<file path="src/logic/sps_pkg.sv">
// Constants and types shared by the SMBus target with pointer and alert.
// Assumes a 100 MHz system clock; no other file is needed.
package sps_pkg;

    // ********************************************************
    // Addresses on the bus
    // ********************************************************
    localparam logic [6:0] OWN_ADDR_STD = 7'h4C;
    localparam logic [6:0] OWN_ADDR_ALT = 7'h4B;
    localparam logic [6:0] ARA_ADDR     = 7'h0C;

    // ********************************************************
    // Framing and checksum
    // ********************************************************
    localparam logic [3:0] BITS_PER_BYTE = 4'h8;
    localparam logic [7:0] CRC_POLY      = 8'h07;
    localparam logic [7:0] CRC_RST       = 8'h00;
    localparam logic [7:0] PTR_RST       = 8'h00;
    localparam logic [7:0] BYTE_RST      = 8'h00;
    localparam logic [7:0] TX_IDLE       = 8'hFF;

    // ********************************************************
    // Bus inactivity timeout
    // ********************************************************
    localparam int TIMEOUT_MS      = 25;
    localparam int CLK_PERIOD_NS   = 10;
    localparam int TIMEOUT_CYC_DEF = TIMEOUT_MS * 1000000 / CLK_PERIOD_NS;
    localparam int TO_CNT_W        = 22;

    // ********************************************************
    // Types
    // ********************************************************
    typedef enum logic [2:0] {
        S_IDLE,
        S_RX,
        S_ACK,
        S_TX,
        S_MACK,
        S_IGN
    } sps_state_t;

    typedef enum logic [2:0] {
        K_ADDR,
        K_PTR,
        K_DATA,
        K_PEC,
        K_END
    } sps_kind_t;

endpackage : sps_pkg

</file>
<file path="src/logic/sps_smbus_slave.sv">
// SMBus target: address match, pointer load, one-byte register access,
// optional checksum byte, bus timeout and the alert pin with its response.
// Assumes bus pins come from outside the clock domain and that the register
// file outside presents RD_DATA for POINTER and accepts WR_STROBE.
//
// Function
// - Answer only the fixed own address, 0x4C, or 0x4B for the alternate, and the ARA 0x0C while alerting.
// - Shift in seven address bits, most significant first, then direction.
// - On own address, pull data low in the low before ninth pulse.
// - Direction 0 means master writes; direction 1 means master reads.
// - Every byte is eight data pulses plus one acknowledge pulse.
// - Data changes only in clock low; rising data at clock high is stop.
// - Direction is fixed by the address byte until a new start.
// - Accept one or two write bytes; supply exactly one read byte.
// - First write byte always loads the pointer.
// - A second write byte is stored to the register the pointer selects.
// - A read returns the register selected by the present pointer.
// - Master loads write or read pointer values before each access.
// - Pull the open-drain alert low on a limit fault or open sensor.
// - While alerting, acknowledge that address and return own address, LSB 1.
// - Arbitrate bitwise on the response; on loss stop driving.
// - After answering, release alert only once the cause has ended.
// - Optional clock and data timeouts abandon a transfer after 25 ms.
// - Extra byte after the transfer is a CRC-8 checksum, poly 0x07.
// - Alert also stays asserted until the status register is cleared.
`timescale 1ns/100ps
module sps_smbus_slave #(
    parameter bit ALT_VARIANT = 1'b0,
    parameter int TIMEOUT_CYC = sps_pkg::TIMEOUT_CYC_DEF
) (
    // Clock and reset
    input  wire logic       SYS_CLK,
    input  wire logic       RSTN,
    // Bus clock and data pins
    input  wire logic       SCL,
    input  wire logic       SERIAL_DATA_PIN,
    output logic            SERIAL_DATA_PIN_DRV,
    output logic            SERIAL_DATA_PIN_EN_N,
    // Alert pin
    output logic            ALERT_PIN_DRV,
    output logic            ALERT_PIN_EN_N,
    // Alert sources from the monitor
    input  wire logic       ALERT_COND,
    input  wire logic       STATUS_CLEAR,
    // Timeout enables
    input  wire logic       SCL_TO_EN,
    input  wire logic       SDA_TO_EN,
    // Register file side
    output logic [7:0]      POINTER,
    output logic [7:0]      WR_DATA,
    output logic            WR_STROBE,
    output logic            RD_STROBE,
    input  wire logic [7:0] RD_DATA
);
    import sps_pkg::*;

    localparam logic [6:0] OWN_ADDR = ALT_VARIANT ? OWN_ADDR_ALT : OWN_ADDR_STD;
    localparam logic [TO_CNT_W-1:0] TO_LAST = TO_CNT_W'(TIMEOUT_CYC - 1);

    // ********************************************************
    // Pin sampling
    // ********************************************************
    logic scl_lvl;
    logic scl_rise;
    logic scl_fall;
    logic sda_lvl;
    logic sda_rise;
    logic sda_fall;

    sps_sync u_scl_sync (
        .clk   (SYS_CLK),
        .rstn  (RSTN),
        .din   (SCL),
        .level (scl_lvl),
        .rise  (scl_rise),
        .fall  (scl_fall)
    );

    sps_sync u_sda_sync (
        .clk   (SYS_CLK),
        .rstn  (RSTN),
        .din   (SERIAL_DATA_PIN),
        .level (sda_lvl),
        .rise  (sda_rise),
        .fall  (sda_fall)
    );

    // ********************************************************
    // State and decode
    // ********************************************************
    sps_state_t          state_ff;
    sps_kind_t           kind_ff;
    logic [3:0]          cnt_ff;
    logic [7:0]          shreg_ff;
    logic [7:0]          tx_ff;
    logic [7:0]          crc_ff;
    logic                read_ff;
    logic                ara_ff;
    logic                mack_ff;
    logic                drive_ff;
    logic [7:0]          ptr_ff;
    logic [7:0]          wr_data_ff;
    logic                wr_stb_ff;
    logic                rd_stb_ff;
    logic                alert_ff;
    logic                served_ff;
    logic [TO_CNT_W-1:0] scl_to_ff;
    logic [TO_CNT_W-1:0] sda_to_ff;

    logic start_evt;
    logic stop_evt;
    logic byte_end;
    logic addr_own;
    logic addr_ara;
    logic lost;
    logic tx_end;
    logic to_hit;

    // Start and stop are the only legal data moves while clock is high
    assign start_evt = sda_fall & scl_lvl;
    assign stop_evt  = sda_rise & scl_lvl;
    assign byte_end  = (state_ff == S_RX) & scl_fall & (cnt_ff == BITS_PER_BYTE);
    assign addr_own  = shreg_ff[7:1] == OWN_ADDR;
    assign addr_ara  = (shreg_ff[7:1] == ARA_ADDR) & shreg_ff[0] & alert_ff;
    // A released one seen low means a lower address is winning
    assign lost      = (state_ff == S_TX) & scl_rise & tx_ff[7] & ~sda_lvl;
    assign tx_end    = (state_ff == S_TX) & scl_fall & (cnt_ff == BITS_PER_BYTE);
    assign to_hit    = (scl_to_ff == TO_LAST) | (sda_to_ff == TO_LAST);

    function automatic logic [7:0] crc_step(input logic [7:0] c, input logic b);
        logic fb;
        fb = c[7] ^ b;
        crc_step = {c[6:0], 1'b0} ^ (fb ? CRC_POLY : CRC_RST);
    endfunction : crc_step

    // ********************************************************
    // Byte sequencer
    // ********************************************************
    always_ff @(posedge SYS_CLK or negedge RSTN) begin
        if (!RSTN) begin
            state_ff <= S_IDLE;
            kind_ff  <= K_ADDR;
            cnt_ff   <= 4'h0;
            read_ff  <= 1'b0;
            ara_ff   <= 1'b0;
            mack_ff  <= 1'b0;
        end else if (start_evt) begin
            // A repeated start may switch direction; nothing else can
            state_ff <= S_RX;
            kind_ff  <= K_ADDR;
            cnt_ff   <= 4'h0;
            read_ff  <= 1'b0;
            ara_ff   <= 1'b0;
        end else if (stop_evt || to_hit) begin
            state_ff <= S_IDLE;
        end else begin
            unique case (state_ff)
                S_IDLE, S_IGN: begin
                end
                S_RX: begin
                    if (scl_rise) begin
                        cnt_ff <= cnt_ff + 4'h1;
                    end else if (byte_end) begin
                        cnt_ff <= 4'h0;
                        unique case (kind_ff)
                            K_ADDR: begin
                                if (addr_own) begin
                                    state_ff <= S_ACK;
                                    read_ff  <= shreg_ff[0];
                                    kind_ff  <= shreg_ff[0] ? K_DATA : K_PTR;
                                end else if (addr_ara) begin
                                    state_ff <= S_ACK;
                                    read_ff  <= 1'b1;
                                    ara_ff   <= 1'b1;
                                    kind_ff  <= K_DATA;
                                end else begin
                                    state_ff <= S_IGN;
                                end
                            end
                            K_PTR: begin
                                state_ff <= S_ACK;
                                kind_ff  <= K_DATA;
                            end
                            K_DATA: begin
                                state_ff <= S_ACK;
                                kind_ff  <= K_PEC;
                            end
                            K_PEC: begin
                                // Remainder is zero once a good checksum is shifted in
                                state_ff <= (crc_ff == CRC_RST) ? S_ACK : S_IGN;
                                kind_ff  <= K_END;
                            end
                            K_END: begin
                                state_ff <= S_IGN;
                            end
                        endcase
                    end
                end
                S_ACK: begin
                    if (scl_fall) begin
                        state_ff <= read_ff ? S_TX : S_RX;
                    end
                end
                S_TX: begin
                    if (lost) begin
                        state_ff <= S_IGN;
                    end else if (scl_rise) begin
                        cnt_ff <= cnt_ff + 4'h1;
                    end else if (tx_end) begin
                        state_ff <= S_MACK;
                        cnt_ff   <= 4'h0;
                    end
                end
                S_MACK: begin
                    if (scl_rise) begin
                        mack_ff <= ~sda_lvl;
                    end else if (scl_fall) begin
                        if (mack_ff && kind_ff == K_DATA) begin
                            state_ff <= S_TX;
                            kind_ff  <= K_PEC;
                        end else begin
                            state_ff <= S_IGN;
                        end
                    end
                end
            endcase
        end
    end

    // ********************************************************
    // Shift registers and checksum
    // ********************************************************
    always_ff @(posedge SYS_CLK or negedge RSTN) begin
        if (!RSTN) begin
            shreg_ff <= BYTE_RST;
            tx_ff    <= TX_IDLE;
            crc_ff   <= CRC_RST;
        end else if (start_evt || stop_evt || to_hit) begin
            // Checksum spans the whole transfer from the first address byte
            shreg_ff <= BYTE_RST;
            tx_ff    <= TX_IDLE;
            if (state_ff == S_IDLE || !start_evt) begin
                crc_ff <= CRC_RST;
            end
        end else if (state_ff == S_RX && scl_rise) begin
            shreg_ff <= {shreg_ff[6:0], sda_lvl};
            crc_ff   <= crc_step(crc_ff, sda_lvl);
        end else if (state_ff == S_TX && scl_rise) begin
            crc_ff <= crc_step(crc_ff, tx_ff[7]);
        end else if (state_ff == S_TX && scl_fall) begin
            tx_ff <= {tx_ff[6:0], 1'b1};
        end else if (state_ff == S_ACK && scl_fall && read_ff) begin
            tx_ff <= ara_ff ? {OWN_ADDR, 1'b1} : RD_DATA;
        end else if (state_ff == S_MACK && scl_fall && mack_ff && kind_ff == K_DATA) begin
            tx_ff <= crc_ff;
        end
    end

    // ********************************************************
    // Data pin drive
    // ********************************************************
    // One cycle behind the sequencer; still far inside the clock-low phase
    always_ff @(posedge SYS_CLK or negedge RSTN) begin
        if (!RSTN) begin
            drive_ff <= 1'b0;
        end else begin
            drive_ff <= (state_ff == S_ACK) | ((state_ff == S_TX) & ~tx_ff[7]);
        end
    end

    assign SERIAL_DATA_PIN_DRV  = 1'b0;
    assign SERIAL_DATA_PIN_EN_N = ~drive_ff;

    // ********************************************************
    // Pointer and register strobes
    // ********************************************************
    always_ff @(posedge SYS_CLK or negedge RSTN) begin
        if (!RSTN) begin
            ptr_ff     <= PTR_RST;
            wr_data_ff <= BYTE_RST;
            wr_stb_ff  <= 1'b0;
            rd_stb_ff  <= 1'b0;
        end else begin
            wr_stb_ff <= 1'b0;
            rd_stb_ff <= 1'b0;
            if (byte_end && kind_ff == K_PTR) begin
                ptr_ff <= shreg_ff;
            end
            if (byte_end && kind_ff == K_DATA) begin
                wr_data_ff <= shreg_ff;
                wr_stb_ff  <= 1'b1;
            end
            if (state_ff == S_ACK && scl_fall && read_ff && !ara_ff) begin
                rd_stb_ff <= 1'b1;
            end
        end
    end

    assign POINTER   = ptr_ff;
    assign WR_DATA   = wr_data_ff;
    assign WR_STROBE = wr_stb_ff;
    assign RD_STROBE = rd_stb_ff;

    // ********************************************************
    // Alert pin
    // ********************************************************
    // A live cause always wins over the release
    always_ff @(posedge SYS_CLK or negedge RSTN) begin
        if (!RSTN) begin
            alert_ff <= 1'b0;
        end else if (ALERT_COND) begin
            alert_ff <= 1'b1;
        end else if (served_ff && STATUS_CLEAR) begin
            alert_ff <= 1'b0;
        end
    end

    always_ff @(posedge SYS_CLK or negedge RSTN) begin
        if (!RSTN) begin
            served_ff <= 1'b0;
        end else if (tx_end && ara_ff && kind_ff == K_DATA) begin
            served_ff <= 1'b1;
        end else if (!alert_ff) begin
            served_ff <= 1'b0;
        end
    end

    assign ALERT_PIN_DRV  = 1'b0;
    assign ALERT_PIN_EN_N = ~alert_ff;

    // ********************************************************
    // Bus timeouts
    // ********************************************************
    // Both idle when disabled; enables are plain inputs held low after reset
    always_ff @(posedge SYS_CLK or negedge RSTN) begin
        if (!RSTN) begin
            scl_to_ff <= '0;
        end else if (SCL_TO_EN && state_ff != S_IDLE && !scl_lvl && !to_hit) begin
            scl_to_ff <= scl_to_ff + 1'b1;
        end else begin
            scl_to_ff <= '0;
        end
    end

    always_ff @(posedge SYS_CLK or negedge RSTN) begin
        if (!RSTN) begin
            sda_to_ff <= '0;
        end else if (SDA_TO_EN && state_ff != S_IDLE && !sda_lvl && !to_hit) begin
            sda_to_ff <= sda_to_ff + 1'b1;
        end else begin
            sda_to_ff <= '0;
        end
    end
endmodule : sps_smbus_slave

</file>
<file path="src/logic/sps_sync.sv">
// Two-flop synchroniser with edge detection for one bus pin.
// Assumes the pin is asynchronous to clk; edges are one-cycle pulses.
`timescale 1ns/100ps
module sps_sync (
    // Clock and reset
    input  wire logic clk,
    input  wire logic rstn,
    // Pin and its sampled view
    input  wire logic din,
    output logic      level,
    output logic      rise,
    output logic      fall
);
    logic meta_ff;
    logic sync_ff;
    logic prev_ff;

    // Pin idles high on an open-drain bus, so reset to high
    always_ff @(posedge clk or negedge rstn) begin
        if (!rstn) begin
            meta_ff <= 1'b1;
            sync_ff <= 1'b1;
            prev_ff <= 1'b1;
        end else begin
            meta_ff <= din;
            sync_ff <= meta_ff;
            prev_ff <= sync_ff;
        end
    end

    assign level = sync_ff;
    assign rise  = sync_ff & ~prev_ff;
    assign fall  = ~sync_ff & prev_ff;

endmodule : sps_sync
</file>
<file path="config.mk">
export PLATFORM = sky130hd
export DESIGN_NAME = sps_smbus_slave
export DESIGN_NICKNAME = d
export VERILOG_FILES = /design/src/logic/sps_pkg.sv /design/src/logic/sps_smbus_slave.sv /design/src/logic/sps_sync.sv
export SDC_FILE = /design/constraint.sdc
export NUM_CORES = 1
export LEC_CHECK = 0
export BUFFER_PORTS_ARGS = -buffer_cell sky130_fd_sc_hd__clkbuf_2
export CORE_UTILIZATION = 54
export DETAILED_ROUTE_END_ITERATION = 8
export PLACE_DENSITY = 0.8
export SLEW_MARGIN = 20
export SYNTH_ARGS = -nofsm -noshare
export SYNTH_HDL_FRONTEND = slang
export SYNTH_HIERARCHICAL = 1
export SYNTH_SLANG_ARGS = --single-unit
</file>
<file path="constraint.sdc">
create_clock -name SYS_CLK -period 2.6 [get_ports SYS_CLK]
set_clock_uncertainty 0.1 [all_clocks]
set_input_delay 0.26 -clock SYS_CLK [delete_from_list [all_inputs] [get_ports SYS_CLK]]
set_output_delay 0.26 -clock SYS_CLK [all_outputs]
set_load 0.005 [all_outputs]
</file>
==> flow_results.xml <==
<?xml version="1.0" encoding="UTF-8"?>
<metrics>
  <group name="status">
    <metric name="outcome" unit="">finished with violations</metric>
    <metric name="failed_checks" unit="">design-rule violations</metric>
  </group>
  <group name="worst_setup_path">
    <metric name="critical-path-slowest-cell" unit="">or4_4</metric>
    <metric name="crit_path_cell_trace" unit="">inv_1 &gt; ha_1 &gt; nand4b_1 &gt; or4_4 &gt; o21a_1 &gt; or4_4 &gt; o41ai_2</metric>
    <metric name="critical-path-top-cell-by-count" unit="">or4_4</metric>
    <metric name="startpoint_type" unit="">register</metric>
    <metric name="timing.critical_path.arrival" unit="ps">2710</metric>
    <metric name="timing_worst_setup_path_type" unit="">reg -&gt; reg</metric>
    <metric name="worst-endpoint-required" unit="ps">2770</metric>
    <metric name="endpoint_kind" unit="">register</metric>
    <metric name="critical_path.max_fanout" unit="">5</metric>
    <metric name="crit_path_max_incr_delay" unit="ps">530</metric>
  </group>
  <group name="power">
    <metric name="p_seq_frac" unit="">0.557</metric>
    <metric name="comb_power_share" unit="">0.151</metric>
    <metric name="clock_power_share" unit="">0.291</metric>
    <metric name="power.share.switching" unit="">0.306</metric>
    <metric name="vdd.ir_drop.worst" unit="uV">359</metric>
    <metric name="cell_internal_pwr" unit="uW">2380</metric>
    <metric name="power_switching" unit="uW">1050</metric>
    <metric name="power.density_cell_area" unit="nW/um^2">566</metric>
    <metric name="leakage" unit="uW">0.00250</metric>
  </group>
  <group name="placed_design">
    <metric name="pre_cts_ws" unit="ps">97.9</metric>
    <metric name="dp_hpwl" unit="um">7770</metric>
    <metric name="gp_congestion" unit="">0.916</metric>
    <metric name="buffer_ports.inserted" unit="">35</metric>
  </group>
  <group name="global_routing">
    <metric name="globalRouteMet1Util" unit="">0.326</metric>
    <metric name="grtUsageMet2" unit="">0.367</metric>
    <metric name="grt.overflow.total" unit="">0</metric>
    <metric name="wire_length_of_the_first_global_routing_pass" unit="um">18800</metric>
    <metric name="gr_util_met3" unit="">0.0342</metric>
    <metric name="gr-usage-all-layers" unit="">0.232</metric>
    <metric name="gr_busiest_metal" unit="">met2</metric>
    <metric name="grt_antenna_before_repair" unit="">0</metric>
    <metric name="via_count_of_the_first_global_routing_pass" unit="">3944</metric>
    <metric name="grt_max_degree" unit="">50</metric>
  </group>
  <group name="final_layout">
    <metric name="regArea" unit="um^2">2720</metric>
    <metric name="antenna_fix_cells" unit="">0</metric>
    <metric name="final_layout_size_suffix_gt1_frac" unit="">0.194</metric>
    <metric name="most_common_library_cell_in_the_layout_ignoring_fill_and_taps" unit="">dfrtp_1</metric>
    <metric name="layout.core_utilization" unit="">0.623</metric>
    <metric name="nNetsFinal" unit="">602</metric>
    <metric name="mostFrequentLayoutCells" unit="">dfrtp_1, nor2_1, nand2_1</metric>
    <metric name="syn_to_final_growth" unit="%">12.4</metric>
    <metric name="multi_input_combinational_cell_area" unit="um^2">2530</metric>
    <metric name="filler_cell_count" unit="">832</metric>
  </group>
  <group name="yosys">
    <metric name="post_synthesis_mean_instance_area" unit="um^2">10.1</metric>
    <metric name="post_synth_instance_area" unit="um^2">5400</metric>
    <metric name="synth-edff-count" unit="">0</metric>
    <metric name="post_synth_mux_area_share" unit="">0.0390</metric>
    <metric name="post_synth_num_cell_types" unit="">64</metric>
    <metric name="synth-compound-area-share" unit="">0.103</metric>
    <metric name="synth_top_family_by_area" unit="">simple AND/OR/NAND/NOR gates</metric>
    <metric name="synthFlopType" unit="">dfrtp_1</metric>
    <metric name="post_synth_and_or_nand_nor_area_fraction" unit="">0.241</metric>
    <metric name="adder_cell_fraction_of_synth_area" unit="">0.00928</metric>
    <metric name="ys_seq_area_frac" unit="">0.504</metric>
    <metric name="proportion_of_register_bits_with_asynchronous_set_or_reset_after_synthesis" unit="">1.00</metric>
    <metric name="synth_cells" unit="">534</metric>
    <metric name="synth-warning-count" unit="">6</metric>
    <metric name="synth_seq_cells" unit="">108</metric>
    <metric name="yosys.area_share.xor_xnor" unit="">0.0698</metric>
  </group>
  <group name="routing">
    <metric name="drt_wl_total" unit="um">11300</metric>
    <metric name="ant_nets" unit="">0</metric>
    <metric name="drt-wirelength-per-cell" unit="um">15.7</metric>
    <metric name="initialDrtViolationCount" unit="">308</metric>
    <metric name="via_per_inst" unit="">5.86</metric>
    <metric name="route.detailed.drc" unit="">1</metric>
    <metric name="via_count" unit="">4221</metric>
    <metric name="detailedRoute.firstPassIterationCount" unit="">9</metric>
  </group>
  <group name="cts">
    <metric name="cts.sink_count" unit="">108</metric>
    <metric name="cts-root-to-sink-buffers" unit="">2</metric>
    <metric name="tritoncts" unit="">done</metric>
    <metric name="clk_transition_reported_paths" unit="ps">110</metric>
    <metric name="ctsHtreeMaxLevel" unit="">3</metric>
    <metric name="clockRootBuffer" unit="">clkbuf_8</metric>
    <metric name="worstSkewPairLatency" unit="ps">380</metric>
    <metric name="numCtsBuffers" unit="">9</metric>
  </group>
  <group name="timing">
    <metric name="setup_viol_count_final" unit="">0</metric>
    <metric name="worstMarginPinSlew" unit="ps">800</metric>
    <metric name="layout_worst_path_cycle_share" unit="">0.973</metric>
    <metric name="worst_slew_margin_rel" unit="">0.461</metric>
    <metric name="hold_violations" unit="">0</metric>
    <metric name="timing.setup.tns" unit="ps">0</metric>
    <metric name="fin_crit_period" unit="ps">2530</metric>
    <metric name="maxSlewViolCount" unit="">0</metric>
    <metric name="setup_slack" unit="ps">69.0</metric>
    <metric name="maxClockFrequency" unit="GHz">0.395</metric>
    <metric name="unrepaired_setup_endpoints_after_global_routing" unit="">no</metric>
  </group>
  <group name="die">
    <metric name="floorplan.initialDensity" unit="">0.555</metric>
    <metric name="die_h" unit="um">102</metric>
    <metric name="io_pins" unit="">38</metric>
    <metric name="dieArea" unit="um^2">10400</metric>
    <metric name="die_width" unit="um">102</metric>
    <metric name="placement_rows" unit="">36</metric>
    <metric name="core_area" unit="um^2">9730</metric>
  </group>
  <group name="job">
    <metric name="maxCapViolations" unit="">0</metric>
  </group>
  <group name="hold_path">
    <metric name="hold_class" unit="">in -&gt; reg</metric>
  </group>
</metrics>
==> critical path: cells and delay by family (launching register included) <==
family,cells,cell delay [ps]
AO/OA/AOI/OAI,2,510
adder cells (fa/ha/maj),1,190
buffers and inverters,1,70
flip-flops,1,430
AND/OR/NAND/NOR,3,1140
==> sequential cells by signal (all words and copies together) (netlist names), 3 cells and up <==
name       count
kind_ff        3
state_ff       3
cnt_ff         4
shreg_ff       8
POINTER        8
WR_DATA        8
scl_to_ff     22
tx_ff          8
crc_ff         8
sda_to_ff     22
==> kinds of logic (layout without fill, tap and decap cells) <==
kind of cell,Yosys count,after routing
compound gates,74,74
xor+xnor,43,43
fa+ha+maj,4,4
buf+inv,39,91
flops,108,108
mux,19,19
other cells,1,2
simple gates,246,246
==> metal layers <==
layer	part of all wire	vias to the layer above
met5	0	-
met4	0.016	0
met3	0.041	17
met2	0.49	120
met1	0.45	2083
li1	-	2001
==> per-stage QoR <==
step | power [uW] | hold WS, ps | cell area (um^2) | cells
floorplan | 2250 | -136 | 5400 | 535
global placement | 2410 | 216 | 5800 | 699
detailed placement | 2440 | 228 | 5810 | 699
CTS | 3430 | 40.6 | 6040 | 719
global route | 3590 | 39.6 | 6060 | 720
finish | 3430 | 47.6 | 6060 | 720
==> what timing repair did <==
action	in CTS	in global routing
setup buffers	0	1
hold buffers	4	0
endpoints found under the hold margin	47	0
endpoints found under the setup margin	0	12
resized for setup	0	3
==> worst paths after layout <==
check | start | to | slack (ps) | depth (start not counted)
worst max register to register | cnt_ff[0]$_DFFE_PN0P_ | kind_ff[2]$_DFFE_PN0P_ | 70 | 7
max in group asynchronous | RSTN | tx_ff[2]$_DFFE_PN1P_ | 1270 | 3
worst max-delay path | cnt_ff[0]$_DFFE_PN0P_ | kind_ff[2]$_DFFE_PN0P_ | 70 | 7
min in group asynchronous | RSTN | ara_ff$_DFFE_PN0P_ | 330 | 2
worst min register to register | u_scl_sync/meta_ff$_DFF_PN1_ | u_scl_sync/level$_DFF_PN1_ | 260 | 0
worst min-delay path | STATUS_CLEAR | alert_ff$_DFFE_PN0P_ | 50 | 3
==> synthesized netlist by cell type, types with 4 or more instances <==
cell      number  share of area
and3_1         4         0.0046
a211oi_1       4         0.0056
nand4_1        7         0.0081
ha_1           4         0.0093
nor4_1         8         0.0093
buf_2          6         0.0056
nor3_1        16          0.015
a32o_1         9          0.017
dfrtp_1       94           0.44
nand2b_1       4         0.0046
and4_1         5         0.0081
nor2_1        70          0.049
buf_4          4         0.0056
nand3_1       30          0.028
a311o_1        4         0.0074
or4_1          5         0.0070
o211ai_1       4         0.0056
nand4b_1       8          0.013
o21ai_0       11          0.010
xnor2_1       32          0.052
a21oi_1       17          0.016
nand2_1       51          0.035
dfstp_2       14          0.068
mux2_2        16          0.033
inv_1         18          0.013
nor2b_1        9          0.010
xor2_1        11          0.018
clkbuf_1      10         0.0070
==> power by group through the flow <==
| stage | registers [uW] | logic, uW | clock network [uW] |
|---|---|---|---|
| 6_report | 1910 | 520 | 999 |
| 5_1_grt | 1930 | 576 | 1090 |
| 4_1_cts | 1900 | 511 | 1010 |
| 3_5_place_dp | 1940 | 503 | 0 |
| 3_3_place_gp | 1930 | 483 | 0 |
| 2_1_floorplan | 1880 | 371 | 0 |
==> area by class of cell <==
| type | instances | area share |
|---|---|---|
| Clock inverter | 7 | 0.0116 |
| Sequential cell | 108 | 0.449 |
| Clock buffer | 9 | 0.0204 |
| Tap cell | 133 | 0.0274 |
| Timing Repair Buffer | 57 | 0.0644 |
| Inverter | 18 | 0.0111 |
| Multi-Input combinational cell | 388 | 0.417 |
(Power assumes the default switching activity.)
